### config.mk
export PLATFORM = sky130hd
export DESIGN_NAME = sfr_regs
export DESIGN_NICKNAME = d
export VERILOG_FILES = /design/src/core/sfr_pkg.sv /design/src/core/sfr_regs.sv
export SDC_FILE = /design/constraint.sdc
export NUM_CORES = 2
export LEC_CHECK = 0
export ABC_AREA = 1
export BUFFER_PORTS_ARGS = -buffer_cell sky130_fd_sc_hd__buf_2
export CAP_MARGIN = 25
export CELL_PAD_IN_SITES_DETAIL_PLACEMENT = 1
export CELL_PAD_IN_SITES_GLOBAL_PLACEMENT = 2
export CORE_ASPECT_RATIO = 0.75
export CORE_MARGIN = 2
export CORE_UTILIZATION = 44
export DETAILED_ROUTE_END_ITERATION = 8
export GPL_TIMING_DRIVEN = 0
export PLACE_DENSITY = 0.82
export SYNTH_ARGS = -nofsm -noshare
export SYNTH_HDL_FRONTEND = slang
export SYNTH_SLANG_ARGS = --single-unit
### constraint.sdc
create_clock -name clk_sys -period 6.7 [get_ports clk_sys]
set_input_delay 0.335 -clock clk_sys [delete_from_list [all_inputs] [get_ports clk_sys]]
set_output_delay 0.335 -clock clk_sys [all_outputs]
set_load 0.01 [all_outputs]
### src/core/sfr_pkg.sv
// Constants and register map of the serial port FIFO, interrupt and register block
package sfr_pkg;
  localparam int unsigned DEPTH_DEFAULT = 32;
  localparam logic [3:0] OFS_FILL_COUNTS = 4'h0;
  localparam logic [3:0] OFS_DATA_LOW = 4'h1;
  localparam logic [3:0] OFS_DATA_HIGH = 4'h2;
  localparam logic [3:0] OFS_BAUD_LOW = 4'h3;
  localparam logic [3:0] OFS_EVENT_EN_LOW = 4'h4;
  localparam logic [3:0] OFS_WMARK_HIGH = 4'h5;
  localparam logic [3:0] OFS_URUN_LOW = 4'h6;
  localparam logic [3:0] OFS_URUN_HIGH = 4'h7;
  localparam logic [3:0] OFS_CONTROL = 4'h8;
  localparam logic [3:0] OFS_IRQ_STATUS = 4'h9;
  localparam logic [3:0] OFS_IRQ_CLEAR = 4'ha;
  localparam logic [3:0] OFS_IRQ_ENABLE = 4'hb;
  localparam logic [3:0] OFS_FLAGS = 4'hc;
  // Control register fields
  localparam int unsigned CTL_ENABLE = 0;
  localparam int unsigned CTL_ENHANCED = 1;
  localparam int unsigned CTL_URUN_EN = 2;
  localparam int unsigned CTL_WLEN_LSB = 8;
  // Flag / event-enable bit positions
  localparam int unsigned EV_FRAME_ERR = 12;
  localparam int unsigned EV_ACTIVITY = 11;
  localparam int unsigned EV_UNDERRUN = 8;
  localparam int unsigned EV_SHIFT_EMPTY = 7;
  localparam int unsigned EV_RX_OVF = 6;
  localparam int unsigned EV_RX_EMPTY = 5;
  localparam int unsigned EV_TX_EMPTY = 3;
  localparam int unsigned EV_TX_FULL = 1;
  localparam int unsigned EV_RX_FULL = 0;
  localparam logic [15:0] EVENT_EN_MASK = 16'h19eb;
  // Watermark register fields
  localparam int unsigned WM_RX_EN = 15;
  localparam int unsigned WM_RX_LSB = 8;
  localparam int unsigned WM_TX_EN = 7;
  localparam int unsigned WM_TX_LSB = 0;
  // Sticky interrupt status bits
  localparam int unsigned IRQ_EVENT = 0;
  localparam int unsigned IRQ_RX_WMARK = 1;
  localparam int unsigned IRQ_TX_WMARK = 2;
  localparam logic [2:0] IRQ_MASK = 3'h7;
  localparam logic [12:0] BAUD_RESET = 13'h0000;
  localparam logic [15:0] REG_RESET = 16'h0000;
  localparam logic [4:0] WLEN_RESET = 5'h1f;
  localparam logic [5:0] COUNT_ALL_ONES = 6'h3f;
  // Word-length codes: value = bits minus one; 0 means 32 bits
  localparam logic [4:0] WLEN_8 = 5'h07;
  localparam logic [4:0] WLEN_16 = 5'h0f;
  localparam logic [4:0] WLEN_24 = 5'h17;
endpackage

### src/core/sfr_regs.sv
// Register, FIFO, baud divider and interrupt core of the serial port
//
// Notes on behaviour
// RQ1: Fill counts at 13:8 receive, 5:0 transmit.
// RQ2: Count bits beyond depth read zero.
// RQ3: Low data lane width follows word length.
// RQ4: High data lane width follows word length.
// RQ5: Serial clock equals clk over 2*(divisor+1).
// RQ6: Software changes divisor only while disabled.
// RQ7: Frame, activity, underrun events gated by enables.
// RQ8: Six buffer flags each gated by enables.
// RQ9: Watermark fires when level equals fill count.
// RQ10: Watermark level bits beyond depth absent; the mask is exact only for power-of-two depths.
// RQ11: Underrun sends underrun word when enabled.
// RQ12: Low underrun lane width follows word length.
// RQ13: High underrun lane width follows word length.
// RQ14: Empty flag is count zero, full is ones; full here is count equals depth.
// RQ15: Unused lanes ignored, read zero; storage 32 bits.
`timescale 1ns/100ps
module sfr_regs #(
  parameter int unsigned FIFO_DEPTH = sfr_pkg::DEPTH_DEFAULT
) (
  input wire logic clk_sys,
  input wire logic reset,
  input wire logic [3:0] reg_addr,
  input wire logic [15:0] reg_wdata,
  input wire logic reg_write,
  input wire logic reg_read,
  output logic [15:0] reg_rdata,
  input wire logic rx_push,
  input wire logic [31:0] rx_word,
  input wire logic tx_pop,
  output logic [31:0] tx_word,
  output logic tx_word_valid,
  output logic shift_clk_tick,
  input wire logic frame_error_flag,
  input wire logic activity_flag,
  input wire logic shifter_empty_flag,
  output logic port_enable,
  output logic [4:0] variable_word_length,
  output logic irq
);
  import sfr_pkg::*;

  localparam int unsigned AW = $clog2(FIFO_DEPTH);
  // Counts hold values 0..FIFO_DEPTH, so bits above depth stay zero
  localparam logic [5:0] DEPTH6 = 6'(FIFO_DEPTH);
  localparam logic [5:0] LVL_MASK = 6'(2 * FIFO_DEPTH - 1);
  // Level bits that cannot name a count of this depth are not stored when the depth is a power of two
  localparam logic [15:0] WMARK_KEEP = {1'b1, 1'b0, LVL_MASK, 1'b1, 1'b0, LVL_MASK};

  // Lane mask for a given word length code
  function automatic logic [31:0] lane_mask(input logic [4:0] wl);
    if (wl == 5'h00 || wl > WLEN_24) begin
      lane_mask = 32'hffffffff;
    end else if (wl > WLEN_16) begin
      lane_mask = 32'h00ffffff;
    end else if (wl > WLEN_8) begin
      lane_mask = 32'h0000ffff;
    end else begin
      lane_mask = 32'h000000ff;
    end
  endfunction

  // Ring pointer step; wraps at the depth, so the depth need not be a power of two
  function automatic logic [AW-1:0] ptr_next(input logic [AW-1:0] p);
    if (p == AW'(FIFO_DEPTH - 1)) begin
      ptr_next = '0;
    end else begin
      ptr_next = p + 1'b1;
    end
  endfunction

  logic [31:0] data_stage;
  logic [15:0] underrun_fill_low;
  logic [15:0] underrun_fill_high;
  logic [12:0] baud_divisor;
  logic [15:0] event_enable_low;
  logic [15:0] watermark_mask_high;
  logic enhanced_mode;
  logic underrun_fill_enable;
  logic [2:0] irq_status;
  logic [2:0] irq_enable;
  logic [31:0] rx_mem [FIFO_DEPTH];
  logic [31:0] tx_mem [FIFO_DEPTH];
  logic [AW-1:0] rx_wp, rx_rp, tx_wp, tx_rp;
  logic [5:0] rx_fill_count;
  logic [5:0] tx_fill_count;
  logic [12:0] baud_cnt;
  logic tx_underrun_flag;
  logic rx_overflow_flag;
  logic [15:0] rd_mux;
  logic [5:0] rx_cnt_prev, tx_cnt_prev;

  wire logic [31:0] lanes = lane_mask(variable_word_length);
  wire logic wr_hit_low = reg_write && reg_addr == OFS_DATA_LOW;
  wire logic wr_hit_high = reg_write && reg_addr == OFS_DATA_HIGH;
  wire logic rd_hit_low = reg_read && reg_addr == OFS_DATA_LOW;
  wire logic wr_hit_baud = reg_write && reg_addr == OFS_BAUD_LOW;
  wire logic wr_hit_event = reg_write && reg_addr == OFS_EVENT_EN_LOW;
  wire logic wr_hit_wmark = reg_write && reg_addr == OFS_WMARK_HIGH;
  wire logic wr_hit_urun_low = reg_write && reg_addr == OFS_URUN_LOW;
  wire logic wr_hit_urun_high = reg_write && reg_addr == OFS_URUN_HIGH;
  wire logic wr_hit_control = reg_write && reg_addr == OFS_CONTROL;
  wire logic wr_hit_irq_en = reg_write && reg_addr == OFS_IRQ_ENABLE;
  wire logic wr_hit_clear = reg_write && reg_addr == OFS_IRQ_CLEAR;
  wire logic wide_word = lanes[16];
  // Writing the highest used lane commits a word; narrow words commit on the low lane
  wire logic tx_push_req = wide_word ? wr_hit_high : wr_hit_low;
  wire logic rx_pop_req = rd_hit_low;
  wire logic rx_full_flag = rx_fill_count == DEPTH6;
  wire logic rx_empty_flag = rx_fill_count == 6'h00;
  wire logic tx_full_flag = tx_fill_count == DEPTH6;
  wire logic tx_empty_flag = tx_fill_count == 6'h00;
  wire logic tx_push = tx_push_req && !tx_full_flag && port_enable;
  wire logic rx_pop = rx_pop_req && !rx_empty_flag;
  wire logic rx_accept = rx_push && !rx_full_flag && port_enable;
  wire logic tx_take = tx_pop && !tx_empty_flag && port_enable;
  wire logic tx_starve = tx_pop && tx_empty_flag && port_enable;
  wire logic [31:0] tx_next_word = {wide_word ? reg_wdata : data_stage[31:16],
    wide_word ? data_stage[15:0] : reg_wdata} & lanes; // [RQ15]
  wire logic [31:0] rx_head = rx_mem[rx_rp] & lanes; // [RQ3] [RQ4]
  wire logic [31:0] underrun_fill_word =
    {underrun_fill_high, underrun_fill_low} & lanes; // [RQ12] [RQ13]
  // Status inputs come from logic on this clock, so they need no synchroniser
  // Flags as seen by the event enables, laid out like the enable register
  wire logic [15:0] flag_vec = {3'h0, frame_error_flag, activity_flag, 2'h0, tx_underrun_flag,
    shifter_empty_flag, rx_overflow_flag, rx_empty_flag, 1'b0, tx_empty_flag, 1'b0,
    tx_full_flag, rx_full_flag};
  wire logic any_event = |(flag_vec & event_enable_low & EVENT_EN_MASK); // [RQ7] [RQ8]
  wire logic [5:0] rx_level = watermark_mask_high[WM_RX_LSB +: 6];
  wire logic [5:0] tx_level = watermark_mask_high[WM_TX_LSB +: 6];
  // Match only on a change of count, so a level held at its count fires once per arrival
  wire logic rx_wm_hit = watermark_mask_high[WM_RX_EN] && rx_level <= DEPTH6 &&
    rx_level == rx_fill_count && rx_fill_count != rx_cnt_prev; // [RQ9]
  wire logic tx_wm_hit = watermark_mask_high[WM_TX_EN] && tx_level <= DEPTH6 &&
    tx_level == tx_fill_count && tx_fill_count != tx_cnt_prev; // [RQ9]
  wire logic [2:0] irq_set = {tx_wm_hit, rx_wm_hit, any_event};
  wire logic [2:0] irq_clr = wr_hit_clear ? reg_wdata[2:0] : 3'h0;
  wire logic baud_wrap = baud_cnt == baud_divisor;

  // Read decode
  always_comb begin
    rd_mux = 16'h0000;
    if (reg_addr == OFS_FILL_COUNTS) begin
      rd_mux = enhanced_mode ? {2'h0, rx_fill_count, 2'h0, tx_fill_count} : 16'h0000; // [RQ1] [RQ2]
    end else if (reg_addr == OFS_DATA_LOW) begin
      rd_mux = rx_head[15:0];
    end else if (reg_addr == OFS_DATA_HIGH) begin
      rd_mux = rx_head[31:16];
    end else if (reg_addr == OFS_BAUD_LOW) begin
      rd_mux = {3'h0, baud_divisor};
    end else if (reg_addr == OFS_EVENT_EN_LOW) begin
      rd_mux = event_enable_low;
    end else if (reg_addr == OFS_WMARK_HIGH) begin
      rd_mux = watermark_mask_high;
    end else if (reg_addr == OFS_URUN_LOW) begin
      rd_mux = underrun_fill_word[15:0];
    end else if (reg_addr == OFS_URUN_HIGH) begin
      rd_mux = underrun_fill_word[31:16];
    end else if (reg_addr == OFS_CONTROL) begin
      rd_mux = {3'h0, variable_word_length, 5'h00, underrun_fill_enable, enhanced_mode,
        port_enable};
    end else if (reg_addr == OFS_IRQ_STATUS) begin
      rd_mux = {13'h0000, irq_status};
    end else if (reg_addr == OFS_IRQ_ENABLE) begin
      rd_mux = {13'h0000, irq_enable};
    end else if (reg_addr == OFS_FLAGS) begin
      rd_mux = flag_vec;
    end
  end

  always_ff @(posedge clk_sys or posedge reset) begin
    if (reset) begin
      reg_rdata <= REG_RESET;
    end else begin
      reg_rdata <= reg_read ? rd_mux : REG_RESET;
    end
  end

  // Software registers, one short process each; unused lanes of the data stage are never stored
  always_ff @(posedge clk_sys or posedge reset) begin
    if (reset) begin
      data_stage <= 32'h00000000;
    end else if (wr_hit_low) begin
      data_stage[15:0] <= reg_wdata & lanes[15:0]; // [RQ15]
    end else if (wr_hit_high) begin
      data_stage[31:16] <= reg_wdata & lanes[31:16]; // [RQ15]
    end
  end

  // Live divisor; a change while enabled only disturbs the current period
  always_ff @(posedge clk_sys or posedge reset) begin
    if (reset) begin
      baud_divisor <= BAUD_RESET;
    end else if (wr_hit_baud) begin
      baud_divisor <= reg_wdata[12:0]; // [RQ6]
    end
  end

  // Unused enable positions are not stored, so they read back zero
  always_ff @(posedge clk_sys or posedge reset) begin
    if (reset) begin
      event_enable_low <= REG_RESET;
    end else if (wr_hit_event) begin
      event_enable_low <= reg_wdata & EVENT_EN_MASK; // [RQ7] [RQ8]
    end
  end

  always_ff @(posedge clk_sys or posedge reset) begin
    if (reset) begin
      watermark_mask_high <= REG_RESET;
    end else if (wr_hit_wmark) begin
      watermark_mask_high <= reg_wdata & WMARK_KEEP; // [RQ10]
    end
  end

  // Underrun word kept whole; lanes are trimmed where it is used
  always_ff @(posedge clk_sys or posedge reset) begin
    if (reset) begin
      underrun_fill_low <= REG_RESET;
      underrun_fill_high <= REG_RESET;
    end else if (wr_hit_urun_low) begin
      underrun_fill_low <= reg_wdata;
    end else if (wr_hit_urun_high) begin
      underrun_fill_high <= reg_wdata;
    end
  end

  always_ff @(posedge clk_sys or posedge reset) begin
    if (reset) begin
      port_enable <= 1'b0;
      enhanced_mode <= 1'b0;
      underrun_fill_enable <= 1'b0;
      variable_word_length <= WLEN_RESET;
    end else if (wr_hit_control) begin
      port_enable <= reg_wdata[CTL_ENABLE];
      enhanced_mode <= reg_wdata[CTL_ENHANCED];
      underrun_fill_enable <= reg_wdata[CTL_URUN_EN];
      variable_word_length <= reg_wdata[CTL_WLEN_LSB +: 5];
    end
  end

  always_ff @(posedge clk_sys or posedge reset) begin
    if (reset) begin
      irq_enable <= 3'h0;
    end else if (wr_hit_irq_en) begin
      irq_enable <= reg_wdata[2:0] & IRQ_MASK;
    end
  end

  // FIFOs and fill counts
  always_ff @(posedge clk_sys or posedge reset) begin
    if (reset) begin
      rx_wp <= '0;
      rx_rp <= '0;
      tx_wp <= '0;
      tx_rp <= '0;
      rx_fill_count <= 6'h00;
      tx_fill_count <= 6'h00;
      rx_cnt_prev <= 6'h00;
      tx_cnt_prev <= 6'h00;
    end else begin
      rx_cnt_prev <= rx_fill_count;
      tx_cnt_prev <= tx_fill_count;
      if (rx_accept) begin
        rx_wp <= ptr_next(rx_wp);
      end
      if (rx_pop) begin
        rx_rp <= ptr_next(rx_rp);
      end
      if (tx_push) begin
        tx_wp <= ptr_next(tx_wp);
      end
      if (tx_take) begin
        tx_rp <= ptr_next(tx_rp);
      end
      // Counts run from zero up to the depth itself; full means count equals depth
      rx_fill_count <= rx_fill_count + 6'(rx_accept) - 6'(rx_pop); // [RQ1] [RQ14]
      tx_fill_count <= tx_fill_count + 6'(tx_push) - 6'(tx_take); // [RQ1] [RQ14]
    end
  end

  always_ff @(posedge clk_sys) begin
    if (rx_accept) begin
      rx_mem[rx_wp] <= rx_word; // [RQ15]
    end
    if (tx_push) begin
      tx_mem[tx_wp] <= tx_next_word;
    end
  end

  // Word handed to the shifter; underrun word substitutes when the FIFO starves
  always_ff @(posedge clk_sys or posedge reset) begin
    if (reset) begin
      tx_word <= 32'h00000000;
      tx_word_valid <= 1'b0;
    end else if (tx_take) begin
      tx_word <= tx_mem[tx_rp] & lanes;
      tx_word_valid <= 1'b1;
    end else if (tx_starve) begin
      tx_word <= underrun_fill_enable ? underrun_fill_word : 32'h00000000; // [RQ11]
      tx_word_valid <= underrun_fill_enable; // [RQ11]
    end else begin
      tx_word_valid <= 1'b0;
    end
  end

  // Error flags; set wins over clearing, disable clears underrun
  always_ff @(posedge clk_sys or posedge reset) begin
    if (reset) begin
      tx_underrun_flag <= 1'b0;
      rx_overflow_flag <= 1'b0;
    end else begin
      tx_underrun_flag <= tx_starve || (tx_underrun_flag && port_enable && !tx_push);
      rx_overflow_flag <= (rx_push && rx_full_flag && port_enable) ||
        (rx_overflow_flag && port_enable);
    end
  end

  // Baud divider: tick every divisor+1 cycles, toggling gives 2*(divisor+1)
  always_ff @(posedge clk_sys or posedge reset) begin
    if (reset) begin
      baud_cnt <= 13'h0000;
      shift_clk_tick <= 1'b0;
    end else if (!port_enable) begin
      baud_cnt <= 13'h0000;
      shift_clk_tick <= 1'b0;
    end else begin
      baud_cnt <= baud_wrap ? 13'h0000 : baud_cnt + 13'h0001; // [RQ5]
      shift_clk_tick <= baud_wrap; // [RQ5]
    end
  end

  // Interrupt status and output
  // Output follows the next status, so a new event reaches the pin without an extra cycle
  always_ff @(posedge clk_sys or posedge reset) begin
    if (reset) begin
      irq_status <= 3'h0;
      irq <= 1'b0;
    end else begin
      irq_status <= irq_set | (irq_status & ~irq_clr);
      irq <= |((irq_set | (irq_status & ~irq_clr)) & irq_enable);
    end
  end
endmodule // sfr_regs

# Yosys cells after proc, flatten, opt, wreduce, memory -nomap -nowiden
# Memories as Yosys holds them, arrays and structs flattened.
# Cells that the tools add are included.
# W data, S select, Z words.
[totals] in_bits=61 mem_count=2 regBits=224 out_inout_bits=57 elab_cells=166 ram_bits=2048
[mem_list] name="rx_mem" depth=32 word_bits=32 read_ports=1 rd_ports_with_merged_regs=0 write_ports=1 line="sfr_regs.sv:84" rtl="logic [31:0] rx_mem [FIFO_DEPTH];"
[mem_list] name="tx_mem" depth=32 word_bits=32 read_ports=1 rd_ports_with_merged_regs=0 write_ports=1 line="sfr_regs.sv:85" rtl="logic [31:0] tx_mem [FIFO_DEPTH];"
[classes] eq_ne=23 bitwise_logic=13 n_mux=37 n_addsub=9 n_lt_le_gt_ge=5 reduce_logical=48
[ops] cell="$mux W16" n=12
[ops] cell="$mux W32" n=5
[ops] cell="$and A32 B32 Y32" n=4
[ops] cell="$mux W13" n=6
[ops] cell="$and A16 B16 Y16" n=2
[ops] cell="$logic_and A1 B1 Y1" n=31
[ops] cell="$add A5 B1 Y5 const B" n=4
[ops] cell="$eq A4 B4 Y1 const B" n=5
[ops] cell="$eq A5 B5 Y1 const B" n=4
[ops] cell="$mux W5" n=4
[ops] cell="$eq A4 B3 Y1 const B" n=4
[ops] cell="$mux W14" n=1
[ops] cell="$add A13 B1 Y13 const B" n=1
[ops] cell="$and A13 B13 Y13" n=1
[ops] cell="$eq A13 B13 Y1" n=1
[ops] cell="$add A6 B1 Y6" n=2
[ops] cell="$eq A6 B6 Y1" n=2
[ops] cell="$eq A6 B6 Y1 const B" n=2
[ops] cell="$le A6 B6 Y1 const B" n=2
[ops] cell="$logic_not A6 Y1" n=2
[ops] cell="$ne A6 B6 Y1" n=2
[ops] cell="$sub A6 B1 Y6" n=2
[ops] cell="$reduce_or A9 Y1" n=1
[ops] cell="$eq A4 B2 Y1 const B" n=2
[ops] cell="17 further kinds" n=33

# Longest topological paths before layout
[logic_depth] word_depth=14 ltp_mapped=18 mapped_depth_nobuf=18

# Worst setup path after synthesis
# Ideal clock, no wire load.
[synth_path] path_type="register to register" start="reg variable_word_length[3]" end="mem tx_mem[23][0] (enable)" setup_time_ns=0.461 t_arrival_ns=3.480 path_stages_with_launch=9 period_less_slack_ns=3.941 t_required_ns=6.239 path_slack_ns=2.759 path_cell_list="dfstp_2 inv_1 nand4_1 nand2_1 nand2_1 nand4_1 inv_2 nand3_2 nor3_1"
[synth_via] elab_chain_cells=8
[synth_rtl] item="start: declaration" line="sfr_regs.sv:40" rtl="output logic [4:0] variable_word_length,"
[synth_rtl] item="start signal: assignment" line="sfr_regs.sv:240" rtl="variable_word_length <= reg_wdata[CTL_WLEN_LSB +: 5];"
[synth_rtl] item="$gt A5 B4 Y1 (tied with other cells)" line="sfr_regs.sv:56" rtl="end else if (wl > WLEN_16) begin"
[synth_rtl] item="$mux W32 / $logic_or A1 B1 Y1 (equally long branches)" line="sfr_regs.sv:56, sfr_regs.sv:54"
[synth_rtl] item="$mux W32 *" line="sfr_regs.sv:54" rtl="if (wl == 5'h00 || wl > WLEN_24) begin"
[synth_rtl] item="$mux W1 *" line="sfr_regs.sv:109" rtl="wire logic tx_push_req = wide_word ? wr_hit_high : wr_hit_low;"
[synth_rtl] item="$logic_and A1 B1 Y1 * (2 in series)" line="sfr_regs.sv:115" rtl="wire logic tx_push = tx_push_req && !tx_full_flag && port_enable;"
[synth_rtl] item="$mux W1 *" line="sfr_regs.sv:288" rtl="if (tx_push) begin"
[synth_rtl] item="$mux W1 (not written as such) *" line="sfr_regs.sv:289" rtl="tx_mem[tx_wp] <= tx_next_word;"
[synth_rtl] item="end: declaration" line="sfr_regs.sv:85"
# Mark *: on every way between the ends. The rest lies on a longest branch, timed or not.

# Worst setup path in the final report
[layout_path] start="reg rx_fill_count[2]" end="mem rx_mem[1][29] (enable)"
[layout_via] elab_chain_cells=6
[layout_rtl] item="start: declaration" line="sfr_regs.sv:87" rtl="logic [5:0] rx_fill_count;"
[layout_rtl] item="start signal: assignment" line="sfr_regs.sv:279" rtl="rx_fill_count <= rx_fill_count + 6'(rx_accept) - 6'(rx_pop);"
[layout_rtl] item="$eq A6 B6 Y1" line="sfr_regs.sv:111" rtl="wire logic rx_full_flag = rx_fill_count == DEPTH6;"
[layout_rtl] item="$logic_not A1 Y1" line="sfr_regs.sv:117" rtl="wire logic rx_accept = rx_push && !rx_full_flag && port_enable;"
[layout_rtl] item="$logic_and A1 B1 Y1 (2 in series)" line="sfr_regs.sv:117"
[layout_rtl] item="$mux W1" line="sfr_regs.sv:285" rtl="if (rx_accept) begin"
[layout_rtl] item="$mux W1 (not written as such)" line="sfr_regs.sv:286" rtl="rx_mem[rx_wp] <= rx_word;"
[layout_rtl] item="end: declaration" line="sfr_regs.sv:84"
# Every way passes these cells.

==> results.ini <==
[status]
outcome=finished clean

[drt]
wirelength_mm=377
drtPass1Iterations=6
routedWlPerCell_um=33.4
vias=70900
drt_iter0_drc=11700
ant_nets=0
drc=0
vias_per_cell=6.29

[die]
die_area_um2=213000
initial_core_util_pct=44.2
pin_count=118
core_area_um2=208000
row_count=145
die_y_um=400
die_w_um=532

[place]
place_congestion=0.911
hpwlAfterDp_mm=264
place_area_um2=99400
dp_cells=10800
port_buffers=116

[clock_tree]
cts_tree=yes
ctsHoldBuffers=29
ctsHtreeMaxLevel=4
cts_setup_buffers=0
cts-root-buf=clkbuf_16
clock_path_buffers=3
clock_sinks=2256
numCtsBuffers=222
clk_pin_slew_ps=60
ctsResizeCount=0
insertion_delay_ps=880

[sta]
tightest_slew_ps=1190
finalHoldViolations=0
rsz0062_at_grt=no
timing.slew.headroom_pct=20.8
drv_slew=0
setup_viol=0
fin_crit_ps=3950
min_period_over_period_pct=58.9
hold-worst-slack_ps=42.1
fmax_mhz=253
fin_skew_ps=33.5

[yosys]
avgSynthCellArea_um2=11.8
ys.flop_type=edfxtp_1
yosysWarnings=0
synth_edf_count=2048
ys_seq_area_share_pct=72.6
synth_top_area_share_pct=66.9
synth_cells=7779
yosysTopAreaCell=edfxtp_1
synth_area_um2=91900
syn_nets=7875
synthDistinctLibCells=50
ys_seq_elements=2256
synth-async-reset-ratio_pct=9.22
synth_area_leaders=edfxtp_1, nand3_1, nand2_1

[setup_path]
cp_common_cell=inv_1
reg2regPathDepth=11
worstPathCellList=inv_1 > ha_1 > nand3_1 > nor2_1 > inv_1 > nand2_1 > inv_1 > buf_2 > nand2_1 > nor2_4 > buf_12
path_buf_inv=5
slowest_delay_ps=1020
crit_slowest_cell=nor2_4
cp.arrival_ps=4480
rrSetupSlack_ps=2750
path_class=flip-flop to flip-flop
r2r-end=rx_mem[1][29]$_DFFE_PP_
crit_path_start_kind=flip-flop
setup.worst_path.start=rx_fill_count[2]$_DFF_PP0_
end_kind=flip-flop
cp.required_ps=7230
path_delay_family=simple AND/OR/NAND/NOR gates
crit_fanout=17
r2r_start=rx_fill_count[2]$_DFF_PP0_

[power_and_ir_drop]
vdd_drop_max_mv=0.317
power_density_nw_per_um2=428
power.leakage_uw=0.0384

[hold_path]
hp-start=rx_word[13]
worstHoldPathCells=1
holdPathEnd=rx_mem[19][13]$_DFFE_PP_
hold_path.class=primary input to flip-flop

[final_layout]
drive_above_1_share_pct=11.4
final_cell_mix=nand2_1, edfxtp_1, nand3_1
utilization_pct=51.2
layout_commonest_cell=nand2_1
nets=8388
area_growth_pct=15.9
layout.cells.non_filler=11300
design_area_um2=107000

[grt]
track_usage_pct=34.8
grt_pass1_wl_mm=524
grt_max_degree=113
first_global_vias=69400
antenna_found_initial=20
grt_remaining_overflow=0

[job]
drv_cap=0

[stage by stage]
stage	worst slack, ps	TNS (ps)	power, uW
floorplan	692	0	25300
global placement	-2330	-661370	32100
detailed placement	2720	0	32900
CTS	2830	0	44900
global route	2590	0	46900
finish	2750	0	45600
[registers in the layout, summed over array words and instances, names as in the netlist, 6 cells and up]
name                 cells
baud_cnt                13
baud_divisor            13
data_stage              16
event_enable_low         9
reg_rdata               16
rx_cnt_prev              6
rx_fill_count            6
rx_mem                1024
tx_cnt_prev              6
tx_fill_count            6
tx_mem                1024
tx_word                 32
underrun_fill_high      16
underrun_fill_low       16
watermark_mask_high     14
[report_power, final]
part           leakage (uW)  internal [uW]  switching [uW]
combinational        0.0139           4050           12700
sequential           0.0212          16300             459
clock               0.00329           6500            5600
total                0.0384          26800           18800
[synthesized netlist by cell type, types with 33 or more instances]
library cell  number
nand3_1         1727
clkbuf_1         136
buf_1             59
inv_1            136
edfxtp_1        2048
a21oi_1          112
o21ai_0          262
nor2_1           333
buf_4             40
buf_2            243
o211ai_1          35
nand2_1         2144
dfrtp_1          203
ha_1              33
[worst register-to-register path, delay by kind of cell (launching register included)]
family | cells | cell delay, ps
adders and majority gates | 1 | 250
DFF | 1 | 540
buffers and inverters | 5 | 880
and+or+nand+nor | 5 | 1900
[layout make-up]
| cell class | instances | area (um2) |
|---|---|---|
| Buffer | 489 | 2380 |
| Timing Repair Buffer | 289 | 3660 |
| Inverter | 153 | 586 |
| Clock buffer | 307 | 6000 |
| Tap cell | 2793 | 3490 |
| Multi-Input combinational cell | 4881 | 22900 |
| Sequential cell | 2256 | 66700 |
| Antenna cell | 7 | 17.5 |
| Clock inverter | 100 | 747 |
| Fill cell | 21600 | 101000 |
[cells by family after synthesis]
logic type	synth area share, %
simple gates	19.9
xor+xnor	0.334
fa+ha+maj	0.493
buf+inv	3.22
flops	72.6
compound gates	3.46
[how the worst max path moves through the flow]
stage,endpoint,slack (ps),cells past startpoint
floorplan,baud_cnt[0]$_DFF_PP0_,690,1
CTS,rx_mem[17][26]$_DFFE_PP_,2830,11
global route,tx_fill_count[5]$_DFF_PP0_,2590,16
finish,rx_mem[1][29]$_DFFE_PP_,2750,11
detailed placement,tx_mem[12][22]$_DFFE_PP_,2720,13
global placement,rx_rp[2]$_DFFE_PP0P_,-2330,2
[metal layers]
layer / vias up / share of wire, % / track usage (%)
li1: 28800 / - / -
met2: 5034 / 41 / 48.7
met3: 666 / 14 / 9.82
met4: 8 / 3.1 / 9.78
met1: 36500 / 42 / 52.7
met5: - / 0.013 / 0
No activity file was read; power rests on OpenSTA's default activity.
